## src/vic_pkg.sv

```systemverilog
package vic_pkg;

  // ****************************************************************
  // request image and vectors
  // ****************************************************************
  localparam int IMG_W = 64;
  localparam int BIT_W = 6;
  localparam int LVL_W = 2;
  localparam int NUM_LVL_REGS = 8;
  localparam int LVL_REG_W = 16;
  localparam logic [5:0] WDT_BIT = 6'h00;
  localparam logic [5:0] FIRST_MASK_BIT = 6'h06;
  localparam logic [5:0] BIT_TO_SRC_OFS = 6'h03;
  localparam logic [IMG_W-1:0] MASKABLE_BITS = 64'hffff_ffff_ffff_ffc0;
  localparam logic [15:0] NMI_VECTOR = 16'h0008;
  localparam logic [15:0] VEC_BASE = 16'h0008;
  localparam logic [IMG_W-1:0] PEND_RESET = 64'h0000_0000_0000_0000;
  localparam logic [LVL_REG_W-1:0] LVL_RESET = 16'h0000;

  // ****************************************************************
  // status word fields
  // ****************************************************************
  localparam int PSW_DEPTH_LSB = 0;
  localparam int PSW_MIE_BIT = 3;
  localparam logic [1:0] DEPTH_MASKABLE = 2'h1;
  localparam logic [1:0] DEPTH_NMI = 2'h2;
  localparam logic [3:0] CSR_ENTRY = 4'h0;
  localparam logic [3:0] CIL_RESET = 4'h0;

  typedef enum logic [1:0] {VIC_IDLE, VIC_FETCH, VIC_LOAD} vic_state_t;

  // source number n sits at image bit n+3 (bit 8k+j = reg k, bit j)
  function automatic logic [5:0] vic_src_of_bit(input logic [5:0] b);
    vic_src_of_bit = b - BIT_TO_SRC_OFS;
  endfunction : vic_src_of_bit

  // vector address = base + 2*(n-1)
  function automatic logic [15:0] vic_vec_of_src(input logic [5:0] n);
    vic_vec_of_src = VEC_BASE + {9'h000, n - 6'h01, 1'b0};
  endfunction : vic_vec_of_src

endpackage : vic_pkg

```

## src/vic_arbiter.sv

```systemverilog
`timescale 1ns/1ps
`default_nettype none
module vic_arbiter (
  input wire logic [vic_pkg::IMG_W-1:0] cand,
  input wire logic [2*vic_pkg::IMG_W-1:0] levels,
  input wire logic level_on,
  output logic win_valid,
  output logic [5:0] win_bit,
  output logic [1:0] win_lvl
);
  import vic_pkg::*;

  // scan downward so the lowest bit wins every tie
  always_comb begin
    logic [1:0] l;
    l = 2'h0;
    win_valid = 1'b0;
    win_bit = 6'h00;
    win_lvl = 2'h0;
    for (int i = IMG_W - 1; i >= 0; i--) begin
      l = level_on ? levels[2*i +: 2] : 2'h0;
      if (cand[i] && (!win_valid || l >= win_lvl)) begin
        win_valid = 1'b1;
        win_bit = 6'(i);
        win_lvl = l;
      end
    end
  end

endmodule : vic_arbiter
`default_nettype wire

```

## src/vic_level_regs.sv

```systemverilog
`timescale 1ns/1ps
`default_nettype none
module vic_level_regs (
  input wire logic core_clk,
  input wire logic rst_n,
  input wire logic level_ctrl_on,
  input wire logic lvl_wr_en,
  input wire logic [2:0] lvl_wr_idx,
  input wire logic [vic_pkg::LVL_REG_W-1:0] lvl_wr_data,
  output logic [2*vic_pkg::IMG_W-1:0] level_select_regs
);
  import vic_pkg::*;

  logic [LVL_REG_W-1:0] lvl_q [NUM_LVL_REGS];
  wire lvl_wr_ok = lvl_wr_en && level_ctrl_on;

  always_ff @(posedge core_clk or negedge rst_n) begin
    if (!rst_n) begin
      for (int k = 0; k < NUM_LVL_REGS; k++) lvl_q[k] <= LVL_RESET;
    end else if (lvl_wr_ok) begin
      lvl_q[lvl_wr_idx] <= lvl_wr_data;
    end
  end

  always_comb begin
    for (int k = 0; k < NUM_LVL_REGS; k++) begin
      level_select_regs[LVL_REG_W*k +: LVL_REG_W] = lvl_q[k];
    end
  end

endmodule : vic_level_regs
`default_nettype wire

```

## src/vic_top.sv

```systemverilog
`timescale 1ns/1ps
`default_nettype none
// Notes on behaviour
// - maskable needs source enable and master enable
// - watchdog is non-maskable, source 1, vector 0x0008
// - level control off: lowest source number wins
// - level control on: highest level, then lowest number
// - accepted request fetches vector, starts entry
// - vector equals 0x0008 plus 2*(n-1)
// - source n sits at register bit n+3
// - watchdog beats everything, others held
// - maskable entry saves pc, status to level 1
// - maskable entry: depth 1, master off, segment 0
// - segment save/reset only above 64Kbyte memory
// - watchdog entry saves to level 2, depth 2
// - soft trap runs level-1 entry, own vector
// - level code 00 lowest up to 11 highest
// - level registers reset zero, written only when on
module vic_top #(
  parameter bit PROG_MEM_LARGE = 1'b1
) (
  input wire logic core_clk,
  input wire logic rst_n,
  input wire logic watchdog_event_source,
  input wire logic [vic_pkg::IMG_W-1:0] irq_req,
  input wire logic [vic_pkg::IMG_W-1:0] source_enable_bits,
  input wire logic level_ctrl_on,
  input wire logic lvl_wr_en,
  input wire logic [2:0] lvl_wr_idx,
  input wire logic [vic_pkg::LVL_REG_W-1:0] lvl_wr_data,
  input wire logic cil_clear,
  input wire logic instr_boundary,
  input wire logic [15:0] pc_in,
  input wire logic [3:0] csr_in,
  input wire logic [15:0] psw_in,
  input wire logic soft_trap_instr,
  input wire logic [15:0] soft_trap_vec_addr,
  input wire logic vec_rd_valid,
  input wire logic [15:0] vec_rd_data,
  output logic busy_q,
  output logic vec_rd_req_q,
  output logic [15:0] vec_rd_addr_q,
  output logic entry_load_q,
  output logic [15:0] new_pc_q,
  output logic [15:0] new_psw_q,
  output logic [3:0] new_csr_q,
  output logic [15:0] return_addr_save_lvl1_q,
  output logic [15:0] return_addr_save_lvl2_q,
  output logic [3:0] segment_save_lvl1_q,
  output logic [3:0] segment_save_lvl2_q,
  output logic [15:0] status_save_lvl1_q,
  output logic [15:0] status_save_lvl2_q,
  output logic [3:0] current_level_reg_q,
  output logic [vic_pkg::IMG_W-1:0] pending_regs_q,
  output logic [2*vic_pkg::IMG_W-1:0] level_select_regs
);
  import vic_pkg::*;

  // ****************************************************************
  // level registers and arbitration
  // ****************************************************************
  vic_level_regs u_lvl (
    .core_clk(core_clk),
    .rst_n(rst_n),
    .level_ctrl_on(level_ctrl_on),
    .lvl_wr_en(lvl_wr_en),
    .lvl_wr_idx(lvl_wr_idx),
    .lvl_wr_data(lvl_wr_data),
    .level_select_regs(level_select_regs)
  );

  vic_state_t state_q, state_d;
  logic win_valid;
  logic [5:0] win_bit;
  logic [1:0] win_lvl;
  logic [2:0] cil_top;

  wire master_irq_enable = psw_in[PSW_MIE_BIT];
  wire [IMG_W-1:0] cand =
    pending_regs_q & source_enable_bits & MASKABLE_BITS;

  vic_arbiter u_arb (
    .cand(cand),
    .levels(level_select_regs),
    .level_on(level_ctrl_on),
    .win_valid(win_valid),
    .win_bit(win_bit),
    .win_lvl(win_lvl)
  );

  // highest level in service plus one, 0 when none
  always_comb begin
    cil_top = 3'h0;
    for (int i = 0; i < 4; i++) begin
      if (current_level_reg_q[i]) cil_top = 3'(i + 1);
    end
  end

  // independent winner check: nobody outranks the chosen source
  logic lvl_beaten;
  always_comb begin
    logic [1:0] li;
    li = 2'h0;
    lvl_beaten = 1'b0;
    for (int i = 0; i < IMG_W; i++) begin
      li = level_select_regs[2*i +: 2];
      if (cand[i] && (li > win_lvl ||
          (li == win_lvl && 6'(i) < win_bit))) begin
        lvl_beaten = 1'b1;
      end
    end
  end

  // ****************************************************************
  // acceptance
  // ****************************************************************
  wire idle = (state_q == VIC_IDLE);
  wire at_edge = idle && instr_boundary;
  wire lvl_ok = !level_ctrl_on || ({1'b0, win_lvl} + 3'h1 > cil_top);
  wire take_nmi = at_edge && pending_regs_q[WDT_BIT];
  wire take_trap = at_edge && !pending_regs_q[WDT_BIT] && soft_trap_instr;
  wire take_mask = at_edge && !pending_regs_q[WDT_BIT] && !soft_trap_instr
    && win_valid && master_irq_enable && lvl_ok;
  wire take_lvl1 = take_trap || take_mask;
  wire take_any = take_nmi || take_lvl1;
  wire [15:0] mask_vec = vic_vec_of_src(vic_src_of_bit(win_bit));
  wire [15:0] sel_vec = take_nmi ? NMI_VECTOR :
    (take_trap ? soft_trap_vec_addr : mask_vec);

  wire [15:0] psw_lvl1 = {psw_in[15:PSW_MIE_BIT+1], 1'b0,
    psw_in[PSW_MIE_BIT-1:PSW_DEPTH_LSB+2], DEPTH_MASKABLE};
  wire [15:0] psw_lvl2 = {psw_in[15:PSW_DEPTH_LSB+2], DEPTH_NMI};

  // ****************************************************************
  // pending image: set beats the entry clear
  // ****************************************************************
  wire [IMG_W-1:0] win_onehot = IMG_W'(1) << win_bit;
  wire [IMG_W-1:0] pend_clr =
    (take_nmi ? IMG_W'(1) : '0) | (take_mask ? win_onehot : '0);
  wire [IMG_W-1:0] pend_set =
    (irq_req & MASKABLE_BITS) | IMG_W'(watchdog_event_source);

  always_ff @(posedge core_clk or negedge rst_n) begin
    if (!rst_n) pending_regs_q <= PEND_RESET;
    else pending_regs_q <= (pending_regs_q & ~pend_clr) | pend_set;
  end

  // ****************************************************************
  // current level: clear drops highest, maskable entry sets its level
  // ****************************************************************
  wire [3:0] cil_drop = (cil_clear && cil_top != 3'h0) ?
    4'(4'h1 << (cil_top - 3'h1)) : 4'h0;
  wire [3:0] cil_add = (take_mask && level_ctrl_on) ?
    4'(4'h1 << win_lvl) : 4'h0;

  always_ff @(posedge core_clk or negedge rst_n) begin
    if (!rst_n) current_level_reg_q <= CIL_RESET;
    else current_level_reg_q <= (current_level_reg_q & ~cil_drop) | cil_add;
  end

  // ****************************************************************
  // entry sequence
  // ****************************************************************
  always_comb begin
    state_d = state_q;
    case (state_q)
      VIC_IDLE: if (take_any) state_d = VIC_FETCH;
      VIC_FETCH: if (vec_rd_valid) state_d = VIC_LOAD;
      VIC_LOAD: state_d = VIC_IDLE;
      default: state_d = VIC_IDLE;
    endcase
  end

  always_ff @(posedge core_clk or negedge rst_n) begin
    if (!rst_n) begin
      state_q <= VIC_IDLE;
      busy_q <= 1'b0;
      vec_rd_req_q <= 1'b0;
      vec_rd_addr_q <= 16'h0000;
      entry_load_q <= 1'b0;
      new_pc_q <= 16'h0000;
    end else begin
      state_q <= state_d;
      busy_q <= (state_d != VIC_IDLE);
      vec_rd_req_q <= (state_d == VIC_FETCH);
      entry_load_q <= (state_d == VIC_LOAD);
      if (take_any) vec_rd_addr_q <= sel_vec;
      if (state_q == VIC_FETCH && vec_rd_valid) new_pc_q <= vec_rd_data;
    end
  end

  // saves and new status/segment captured at acceptance
  always_ff @(posedge core_clk or negedge rst_n) begin
    if (!rst_n) begin
      new_psw_q <= 16'h0000;
      new_csr_q <= 4'h0;
      return_addr_save_lvl1_q <= 16'h0000;
      return_addr_save_lvl2_q <= 16'h0000;
      segment_save_lvl1_q <= 4'h0;
      segment_save_lvl2_q <= 4'h0;
      status_save_lvl1_q <= 16'h0000;
      status_save_lvl2_q <= 16'h0000;
    end else if (take_nmi) begin
      return_addr_save_lvl2_q <= pc_in;
      status_save_lvl2_q <= psw_in;
      new_psw_q <= psw_lvl2;
      if (PROG_MEM_LARGE) segment_save_lvl2_q <= csr_in;
      new_csr_q <= PROG_MEM_LARGE ? CSR_ENTRY : csr_in;
    end else if (take_lvl1) begin
      return_addr_save_lvl1_q <= pc_in;
      status_save_lvl1_q <= psw_in;
      new_psw_q <= psw_lvl1;
      if (PROG_MEM_LARGE) segment_save_lvl1_q <= csr_in;
      new_csr_q <= PROG_MEM_LARGE ? CSR_ENTRY : csr_in;
    end
  end
endmodule : vic_top
`default_nettype wire
```

## config.mk

```make
export PLATFORM = sky130hd
export DESIGN_NAME = vic_top
export DESIGN_NICKNAME = d
export VERILOG_FILES = /design/src/vic_pkg.sv /design/src/vic_arbiter.sv /design/src/vic_level_regs.sv /design/src/vic_top.sv
export SDC_FILE = /design/constraint.sdc
export NUM_CORES = 1
export LEC_CHECK = 0
export BUFFER_PORTS_ARGS = -buffer_cell sky130_fd_sc_hd__buf_2
export CORE_MARGIN = 1
export CORE_UTILIZATION = 40
export DETAILED_ROUTE_END_ITERATION = 8
export GPL_ROUTABILITY_DRIVEN = 0
export GPL_TIMING_DRIVEN = 0
export SETUP_SLACK_MARGIN = 0.4
export SYNTH_ARGS = -nofsm -noshare
export SYNTH_HDL_FRONTEND = slang
export SYNTH_HIERARCHICAL = 1
export SYNTH_SLANG_ARGS = --single-unit
```

## constraint.sdc

```tcl
create_clock -name core_clk -period 93.1 [get_ports core_clk]
set_input_delay 18.62 -clock core_clk [delete_from_list [all_inputs] [get_ports core_clk]]
set_output_delay 18.62 -clock core_clk [all_outputs]
set_load 0.005 [all_outputs]
```

==> reports/results.ini, run 1 <==
[outcome]
status = finished, final reports clean

[grt]
globalRouteTotalUtil_pct = 31.21
grt_antenna_before_repair = 15
grt.overflow.total = 0
first_pass_grt_wire_length_microns = 124200
number_of_global_route_vias_before_repair = 19776
grt_max_degree = 119

[placement]
placed_cells = 3486
dp.final_hpwl_microns = 66660
placed_area_sq_mm = 0.02475
pre_cts_slack_ns = -8.442
portBuffers = 529

[cells_and_area]
final-instance-count-excl-fill = 3677
seq_area_sq_mm = 0.008033
finish.net_count = 3324
layout-drive-gt1-share_pct = 39.71
fillerInstances = 4780
finish.instance_area_sq_mm = 0.02785
area_delta_synth_final_pct = 32.45
multiInputGateArea_sq_mm = 0.01338

[timing]
final_worst_clock_skew_ns = 0.02686
fmax_ghz = 0.01110
drv_slew = 0
timing_worst_slew_pin_value_ns = 1.365
final_report_hold_violation_count = 0
final_min_period_over_clock_period_pct = 96.79
final-setup-viol-count = 0
max_slew_margin_pct = 8.068
fin_crit_ns = 90.11
final_critical_path_setup_slack_ns = 2.986

[yosys]
yosysTopAreaCell = sky130_fd_sc_hd__dfrtp_1
postSynthRegisterBits = 321
synth_top_area_share_pct = 38.20
most_frequently_used_flop_master_after_synthesis = sky130_fd_sc_hd__dfrtp_1
ys_seq_area_share_pct = 38.20
synth_area_per_cell_sq_um = 9.359
syn-cell-area_sq_mm = 0.02103
yosysWarnings = 6
synthesis.instances = 2247
async_flop_share_pct = 100.0
synthTopCellsByArea = sky130_fd_sc_hd__dfrtp_1, sky130_fd_sc_hd__mux2_2, sky130_fd_sc_hd__ha_1
synth_enable_flop_cells = 0
ys_types = 104

[routing]
drtPass1Iterations = 5
postRouteAntennaNets = 0
wl_per_cell_microns = 23.74
drc = 0
initialDrtViolationCount = 1571
avgViaCountPerCell = 5.663
wl_microns = 87290
via_count = 20823

[cts]
cts-htree-levels = 2
numCtsBuffers = 37
cts_hold_buf = 0
tritoncts_num_sinks = 321
cts.root.buffer_cell = sky130_fd_sc_hd__clkbuf_16
clkTransAtPathRegs_ns = 0.06
clockBufferDepth = 3
worstSkewPairLatency_ns = 0.57
tritoncts = yes

[floorplan]
cell_rows = 83
ios = 547
core_area_sq_mm = 0.05161
fp.dieW_microns = 231.3
design.die.area_sq_mm = 0.05349
initial_core_util_pct = 40.74
die_height_microns = 231.3

[critical_path]
timing.critical_path.mode_cell = sky130_fd_sc_hd__ha_1
crit_path_max_incr_delay_ns = 0.49
timing.rr.end = pending_regs_q[35]
reg2regPathDepth = 399
slowest_stage = sky130_fd_sc_hd__or3b_2
endpoint_kind = flip-flop
cp.arrival_ns = 90.56
worstReg2RegStart = pending_regs_q[63]
r2r_slack_ns = 20.77
setup.worst_path.start_class = input port
critical_path_peak_fanout = 13
critPathKind = in2reg
cp.required_ns = 93.54

[hold_path]
hold_start = status_save_lvl2_q[10]
timing.hold.worst_endpoint = status_save_lvl2_q[10]
hold_path.class = reg2reg
cell_count_of_the_worst_hold_path = 2

[flow_run]
drv_cap = 0

state kept, by name, summed over array words and instances (netlist names):
name and count:
state_q 2, status_save_lvl2_q 16, return_addr_save_lvl2_q 16, pending_regs_q 64
status_save_lvl1_q 16, entry_load_q 1, segment_save_lvl1_q 4, current_level_reg_q 4
new_psw_q 16, busy_q 1, vec_rd_req_q 1, return_addr_save_lvl1_q 16
segment_save_lvl2_q 4, vec_rd_addr_q 16, new_pc_q 16, u_lvl/level_select_regs 128
routing by layer:
layer / track usage [%] / routed length, microns / share of wire, % / vias up
met5: 0 / 80 / 0.092 / -
met2: 49.73 / 40120 / 46 / 1004
met1: 38.83 / 34870 / 40 / 10138
li1: - / - / - / 9464
met4: 15.67 / 4297 / 4.9 / 12
met3: 8.329 / 7913 / 9.1 / 205
synthesized netlist by cell type (6+ instances only):
cell / n
sky130_fd_sc_hd__nor4_1: 14
sky130_fd_sc_hd__a21oi_1: 133
sky130_fd_sc_hd__o311ai_0: 7
sky130_fd_sc_hd__mux2i_1: 18
sky130_fd_sc_hd__nand2b_1: 69
sky130_fd_sc_hd__nand2_1: 399
sky130_fd_sc_hd__a31o_2: 6
sky130_fd_sc_hd__mux2_2: 202
sky130_fd_sc_hd__o31ai_1: 15
sky130_fd_sc_hd__clkbuf_1: 38
sky130_fd_sc_hd__o21ai_0: 75
sky130_fd_sc_hd__and3_1: 10
sky130_fd_sc_hd__a211oi_1: 11
sky130_fd_sc_hd__a31oi_1: 15
sky130_fd_sc_hd__nor3_1: 31
sky130_fd_sc_hd__and2_1: 116
sky130_fd_sc_hd__nor2_1: 94
sky130_fd_sc_hd__nand4_1: 15
sky130_fd_sc_hd__nand3_1: 39
sky130_fd_sc_hd__ha_1: 134
sky130_fd_sc_hd__nor2_2: 6
sky130_fd_sc_hd__a21boi_0: 14
sky130_fd_sc_hd__nor3b_1: 7
sky130_fd_sc_hd__a21o_1: 89
sky130_fd_sc_hd__buf_6: 7
sky130_fd_sc_hd__mux2_4: 12
sky130_fd_sc_hd__o21ai_1: 9
sky130_fd_sc_hd__buf_4: 9
sky130_fd_sc_hd__dfrtp_1: 321
sky130_fd_sc_hd__or3_1: 15
sky130_fd_sc_hd__or2_2: 11
sky130_fd_sc_hd__inv_1: 78
sky130_fd_sc_hd__o22ai_1: 9
sky130_fd_sc_hd__o211ai_1: 18
sky130_fd_sc_hd__or4_1: 8
sky130_fd_sc_hd__buf_2: 10
sky130_fd_sc_hd__nor2b_1: 21
sky130_fd_sc_hd__o21a_1: 19
how the worst max path moves through the flow:
stage                           startpoint                    endpoint  slack [ns]
detailed placement           level_ctrl_on               new_psw_q[12]       -8.44
CTS                          level_ctrl_on       status_save_lvl1_q[7]        0.41
global placement             level_ctrl_on               new_psw_q[11]       -7.36
floorplan           source_enable_bits[63]  return_addr_save_lvl1_q[0]        4.97
finish                       level_ctrl_on          pending_regs_q[35]        2.99
global route                 level_ctrl_on       status_save_lvl1_q[7]       -0.54
layout make-up:
cell class	instances	area share, %
clock inverters	14	0.4807
well taps	680	3.055
inverters	78	1.051
repair buffers	655	13.20
plain buffers	71	1.617
flip-flops and latches	321	28.84
diodes	5	0.04492
multi-input cells	1802	48.05
clock buffers	51	3.657
cell usage in the layout (no fill, tap or decap), types with 33 or more instances in the layout:
cell	n
sky130_fd_sc_hd__dfrtp_1	321
sky130_fd_sc_hd__nor2_1	90
sky130_fd_sc_hd__nand2b_1	66
sky130_fd_sc_hd__a21o_1	89
sky130_fd_sc_hd__inv_1	77
sky130_fd_sc_hd__buf_2	539
sky130_fd_sc_hd__a21oi_1	91
sky130_fd_sc_hd__nand3_1	33
sky130_fd_sc_hd__o21ai_0	52
sky130_fd_sc_hd__clkbuf_16	37
sky130_fd_sc_hd__ha_1	134
sky130_fd_sc_hd__clkbuf_1	40
sky130_fd_sc_hd__and2_1	111
sky130_fd_sc_hd__buf_4	130
sky130_fd_sc_hd__nand2_1	380
sky130_fd_sc_hd__mux2_2	200
sky130_fd_sc_hd__a21oi_2	40
worst max-delay path: cells and delay by family:
kind                       cells  cell delay (ns)
muxes                         10             3.55
and+or+nand+nor              121            17.59
adders and majority gates     59            15.53
AOI/OAI and AO/OA            185            32.10
buffers and inverters         25             2.97
metrics by stage:
stage / util [%] / hold slack [ns] / setup TNS, ns
2_1_floorplan: - / 0.4697 / 0
6_report: 53.96 / 0.4664 / 0
4_1_cts: 51.36 / 0.4725 / 0
5_1_grt: 53.95 / 0.4940 / -53.92
3_5_place_dp: 47.94 / 0.4562 / -1111.15
3_3_place_gp: 47.70 / 0.4546 / -963.30
kinds of logic (layout without fill, tap and decap cells):
| kind of cell | Yosys count | in the layout | share of synthesized area, % |
|---|---|---|---|
| multiplexers | 232 | 232 | 12.53 |
| AND/OR/NAND/NOR | 894 | 894 | 21.06 |
| buffers and inverters | 149 | 869 | 3.219 |
| other | 1 | 31 | 0.01783 |
| AO/OA/AOI/OAI | 513 | 513 | 16.87 |
| flip-flops | 321 | 321 | 38.20 |
| adder cells (fa/ha/maj) | 134 | 134 | 7.973 |
| XOR/XNOR | 3 | 3 | 0.1250 |
repair_timing:
action | 4_1_cts | 5_1_grt
endpoints found under the setup margin | 138 | 138
setup buffers | 25 | 96
pin swaps | 16 | 80
gates resized for setup | 101 | 159
Power of run 1 is not shown: default switching activity piles up to over one toggle a cycle in this logic, so the estimate is an artifact.
==> run 2: changes to the inputs <==
CELL_PAD_IN_SITES_DETAIL_PLACEMENT = 0   (was unset)
CELL_PAD_IN_SITES_GLOBAL_PLACEMENT = 1   (was unset)
PLACE_DENSITY = 0.78   (was unset)
==> reports/results.ini, run 2 (synthesis gave the netlist of run 1 again) <==
[placement]
portBuffers = 529  ; unchanged
pre_cts_slack_ns = -8.529  ; -0.08746 ns
dp.final_hpwl_microns = 66430  ; -0.35%

[timing]
drv_slew = 0  ; unchanged
final_report_hold_violation_count = 0  ; unchanged
timing_worst_slew_pin_value_ns = 1.429  ; +0.06427 ns
final_critical_path_setup_slack_ns = 3.008  ; +0.02161 ns
final-setup-viol-count = 0  ; unchanged
fmax_ghz = 0.01110  ; about the same
final_min_period_over_clock_period_pct = 96.77  ; about the same
fin_crit_ns = 90.09  ; -0.02161 ns
max_slew_margin_pct = 3.738  ; -4.3 points
final_worst_clock_skew_ns = 0.01484  ; -0.01202 ns

[cells_and_area]
layout-drive-gt1-share_pct = 39.49  ; -0.21 points
layout_commonest_cell = sky130_fd_sc_hd__buf_2
final_cell_utilization_of_the_core_pct = 54.05  ; +0.085 points
flip_flop_count_of_the_largest_register_after_layout = 128  ; unchanged
finish.net_count = 3328  ; +0.12%
area_delta_synth_final_pct = 32.66
mostFrequentLayoutCells = sky130_fd_sc_hd__buf_2, sky130_fd_sc_hd__nand2_1, sky130_fd_sc_hd__dfrtp_1

[cts]
tritoncts = yes
clockBufferDepth = 3  ; unchanged
clkTransAtPathRegs_ns = 0.06  ; about the same
cts-htree-levels = 2  ; unchanged
worstSkewPairLatency_ns = 0.57  ; about the same
cts.root.buffer_cell = sky130_fd_sc_hd__clkbuf_16
tritoncts_num_sinks = 321  ; unchanged
numCtsBuffers = 37  ; unchanged

[grt]
grt_max_degree = 122  ; +2.5%
globalRouteTotalUtil_pct = 31.18  ; about the same
number_of_global_route_vias_before_repair = 19981  ; +1.0%
first_pass_grt_wire_length_microns = 124300  ; about the same
grt_antenna_before_repair = 12  ; -3
grt.overflow.total = 0  ; unchanged

[critical_path]
critical_path_peak_fanout = 8  ; -5
reg2regPathDepth = 399  ; unchanged
critPathKind = in2reg
cp.required_ns = 93.55  ; about the same
startpoint = source_enable_bits[63]
r2r_slack_ns = 20.76  ; about the same
crit_end = pending_regs_q[7]
timing.critical_path.mode_cell = sky130_fd_sc_hd__ha_1
slowest_stage = sky130_fd_sc_hd__o21ai_0
setup.worst_path.start_class = input port
worstReg2RegStart = pending_regs_q[63]
endpoint_kind = flip-flop
crit_path_max_incr_delay_ns = 1.10  ; +0.61 ns
cp.arrival_ns = 90.55  ; about the same
timing.rr.end = pending_regs_q[7]

[floorplan]
cell_rows = 83  ; unchanged
design.die.area_sq_mm = 0.05349  ; unchanged
fp.dieW_microns = 231.3  ; unchanged
die_height_microns = 231.3  ; unchanged
ios = 547  ; unchanged
core_area_sq_mm = 0.05161  ; unchanged
initial_core_util_pct = 40.74  ; unchanged

[flow_run]
drv_cap = 0  ; unchanged

[routing]
drc = 0  ; unchanged
wl_per_cell_microns = 23.70  ; -0.16%
initialDrtViolationCount = 1501  ; -4.5%
drtPass1Iterations = 5  ; unchanged
via_count = 20785  ; -0.18%
postRouteAntennaNets = 0  ; unchanged
avgViaCountPerCell = 5.653  ; -0.18%
wl_microns = 87140  ; -0.16%

[hold_path]
hold_path.class = reg2reg

[outcome]
status = finished, final reports clean

[run 2: cell types whose count changed in the layout (fill, tap and decap cells not counted), sizes merged]
cell	change
clkinv	-5
buf	+3
clkbuf	+2
bufinv	+1
clkinvlp	+1
diode	-1
inv	-1
[run 2: how the worst min path moves through the flow]
stage / startpoint / to / cells after the start
after floorplan: return_addr_save_lvl2_q[0] / return_addr_save_lvl2_q[0] / 2
after global placement: status_save_lvl2_q[15] / status_save_lvl2_q[15] / 2
after detailed placement: status_save_lvl2_q[11] / status_save_lvl2_q[11] / 2
after CTS: status_save_lvl2_q[11] / status_save_lvl2_q[11] / 2
after global routing: return_addr_save_lvl2_q[1] / return_addr_save_lvl2_q[1] / 2
final: status_save_lvl2_q[11] / status_save_lvl2_q[11] / 2
[run 2: final cells by class]
class / instances / area, sq um
Antenna cell: 4 / 10.01
Buffer: 71 / 427.9
Clock buffer: 52 / 1074
Clock inverter: 10 / 162.7
Fill cell: 4791 / 23720
Inverter: 78 / 292.8
Multi-Input combinational cell: 1802 / 13350
Sequential cell: 321 / 8033
Tap cell: 680 / 850.8
Timing Repair Buffer: 659 / 3700
[run 2: per-layer routing]
layer  share of wire (%)  GRT usage [%]  vias to the layer above  wire (microns)
li1                    -              -                     9486               -
met1                  40          39.13                    10126           35200
met2                  46          49.84                      963           39750
met3                 8.7          7.763                      196            7589
met4                 5.1          15.09                       14            4425
met5                0.20          1.287                        -             176
[run 2: what timing repair did]
action | CTS | global route
hold buffers | 0 | 0
buffers inserted | 28 | 97
gates resized for setup | 104 | 140
pin swaps | 16 | 76
endpoints found under the setup margin | 138 | 138
[run 2: per-stage QoR]
stage / setup TNS, ns / hold slack [ns] / instances / instance area [sq um]
floorplan: 0 / 0.4697 / 2272 / 21120
global placement: -1026.42 / 0.4537 / 3481 / 24620
detailed placement: -1127.17 / 0.4571 / 3485 / 24740
CTS: 0 / 0.4718 / 3575 / 26630
global route: -41.50 / 0.4900 / 3673 / 27890
finish: 0 / 0.4695 / 3677 / 27900
[run 2: critical path, delay by kind of cell]
family	cells	cell delay, ns
AO/OA/AOI/OAI	185	32.08
buffers and inverters	24	2.59
AND/OR/NAND/NOR	125	19.11
multiplexers	9	3.09
adder cells (fa/ha/maj)	57	15.00
Power of run 2 is left out for the same reason.
==> run 3: changes to the inputs <==
GPL_TIMING_DRIVEN = 1   (was 0)
HOLD_SLACK_MARGIN = 0.12   (was unset)
RECOVER_POWER = 100   (was unset)
==> reports/results.ini, run 3 (synthesis gave the netlist of run 1 again) <==
[outcome]
status = finished, violations left
failed_checks = max-capacitance violations, max-slew violations

[grt]
first_pass_grt_wire_length_microns = 123600  ; -0.53%
number_of_global_route_vias_before_repair = 20608  ; +3.1%
grt.overflow.total = 0  ; unchanged
grt_antenna_before_repair = 16  ; +4
globalRouteTotalUtil_pct = 30.52  ; -0.66 points
grt_max_degree = 153  ; +25%

[floorplan]
die_height_microns = 231.3  ; unchanged
initial_core_util_pct = 40.74  ; unchanged
fp.dieW_microns = 231.3  ; unchanged
ios = 547  ; unchanged
core_area_sq_mm = 0.05161  ; unchanged
cell_rows = 83  ; unchanged
design.die.area_sq_mm = 0.05349  ; unchanged

[cells_and_area]
seq_area_sq_mm = 0.008033  ; unchanged
finish.net_count = 3458  ; +3.9%
mostFrequentLayoutCells = sky130_fd_sc_hd__nand2_1, sky130_fd_sc_hd__buf_2, sky130_fd_sc_hd__dfrtp_1
fillerInstances = 4824  ; +0.69%
final-instance-count-excl-fill = 3808  ; +3.6%
multiInputGateArea_sq_mm = 0.01287  ; -3.6%
layout-drive-gt1-share_pct = 34.41  ; -5.1 points
flip_flop_count_of_the_largest_register_after_layout = 128  ; unchanged
layout_commonest_cell = sky130_fd_sc_hd__nand2_1
area_delta_synth_final_pct = 34.38

[cts]
tritoncts = yes
clkTransAtPathRegs_ns = 0.06  ; about the same
worstSkewPairLatency_ns = 0.56  ; about the same
tritoncts_num_sinks = 321  ; unchanged
cts.root.buffer_cell = sky130_fd_sc_hd__clkbuf_16
cts-htree-levels = 2  ; unchanged
clockBufferDepth = 3  ; unchanged
numCtsBuffers = 36  ; -2.7%

[routing]
via_count = 21156  ; +1.8%
wl_per_cell_microns = 22.15  ; -6.5%
initialDrtViolationCount = 1584  ; +5.5%
wl_microns = 84360  ; -3.2%
drtPass1Iterations = 6  ; +1
drc = 0  ; unchanged
avgViaCountPerCell = 5.556  ; -1.7%
postRouteAntennaNets = 0  ; unchanged

[timing]
setup_tns_ns = 0  ; unchanged
fmax_ghz = 0.01124  ; +1.2%
final_min_period_over_clock_period_pct = 95.58  ; -1.2 points
drv_slew = 452  ; +452
timing_worst_slew_pin_value_ns = 7.894  ; +6.465 ns
max_slew_margin_pct = -426.3  ; -430 points
final_critical_path_setup_slack_ns = 4.117  ; +1.109 ns
fin_crit_ns = 88.98  ; -1.109 ns
final-setup-viol-count = 0  ; unchanged
final_report_hold_violation_count = 0  ; unchanged
final_worst_clock_skew_ns = 0.01599  ; +0.001154 ns

[placement]
dp.final_hpwl_microns = 65400  ; -1.5%
portBuffers = 530  ; +0.19%
placed_cells = 3708  ; +6.4%
pre_cts_slack_ns = 0.5129  ; +9.042 ns

[hold_path]
hold_start = status_save_lvl2_q[3]
hold_path.class = reg2reg
cell_count_of_the_worst_hold_path = 2  ; unchanged
timing.hold.worst_endpoint = status_save_lvl2_q[3]

[critical_path]
cp.required_ns = 93.55  ; about the same
critPathKind = in2reg
timing.rr.end = pending_regs_q[45]
reg2regPathDepth = 398  ; -0.25%
crit_path_max_incr_delay_ns = 0.49  ; -0.61 ns
r2r_slack_ns = 21.88  ; +1.12 ns
endpoint_kind = flip-flop
slowest_stage = sky130_fd_sc_hd__or3b_2
worstReg2RegStart = pending_regs_q[63]
cp.arrival_ns = 89.43  ; -1.12 ns
timing.critical_path.mode_cell = sky130_fd_sc_hd__ha_1
critical_path_peak_fanout = 16  ; +8
setup.worst_path.start_class = input port

[flow_run]
drv_cap = 9  ; +9

## run 3: worst max-delay path by stage
stage	startpoint	to	slack (ns)	cells past startpoint
after floorplan	source_enable_bits[63]	return_addr_save_lvl1_q[0]	4.97	394
after global routing	source_enable_bits[63]	status_save_lvl1_q[8]	-0.20	407
after detailed placement	source_enable_bits[63]	pending_regs_q[45]	0.51	397
after CTS	source_enable_bits[63]	pending_regs_q[45]	0.60	397
final	source_enable_bits[63]	pending_regs_q[45]	4.12	400
after global placement	source_enable_bits[63]	pending_regs_q[45]	1.42	398
## run 3: worst max-delay path, delay by kind of cell
kind / cells / cell delay [ns]
muxes: 11 / 4.05
AOI/OAI and AO/OA: 176 / 29.80
and+or+nand+nor: 124 / 17.79
adders and majority gates: 59 / 15.55
buffers and inverters: 30 / 3.52
## run 3: layout make-up
| class | instances | share of cell area, % |
|---|---|---|
| Timing Repair Buffer | 861 | 17.72 |
| Clock buffer | 46 | 3.609 |
| Antenna cell | 1 | 0.008855 |
| Clock inverter | 19 | 0.6642 |
| Inverter | 78 | 1.036 |
| Tap cell | 680 | 3.011 |
| Sequential cell | 321 | 28.43 |
| Multi-Input combinational cell | 1802 | 45.53 |
## run 3: repair_timing
action	CTS	global route
setup buffers	0	34
hold buffers	0	0
gates resized for setup	0	121
endpoints found under the setup margin	0	138
## run 3: stage by stage
step	util [%]	area [sq um]	hold slack (ns)
6_report	54.75	28260	0.4760
3_3_place_gp	51.69	26680	0.4536
2_1_floorplan	-	21120	0.4697
5_1_grt	54.75	28260	0.4988
4_1_cts	54.03	27890	0.4797
3_5_place_dp	51.69	26680	0.4614
## run 3: layer usage
| metal | global-route usage, % | wire length, microns | vias up |
|---|---|---|---|
| met4 | 14.03 | 4260 | 14 |
| li1 | - | - | 9748 |
| met3 | 6.582 | 6738 | 188 |
| met1 | 39.35 | 34710 | 10321 |
| met5 | 0 | 87 | - |
| met2 | 48.76 | 38570 | 885 |
Power of run 3 is left out for the same reason.
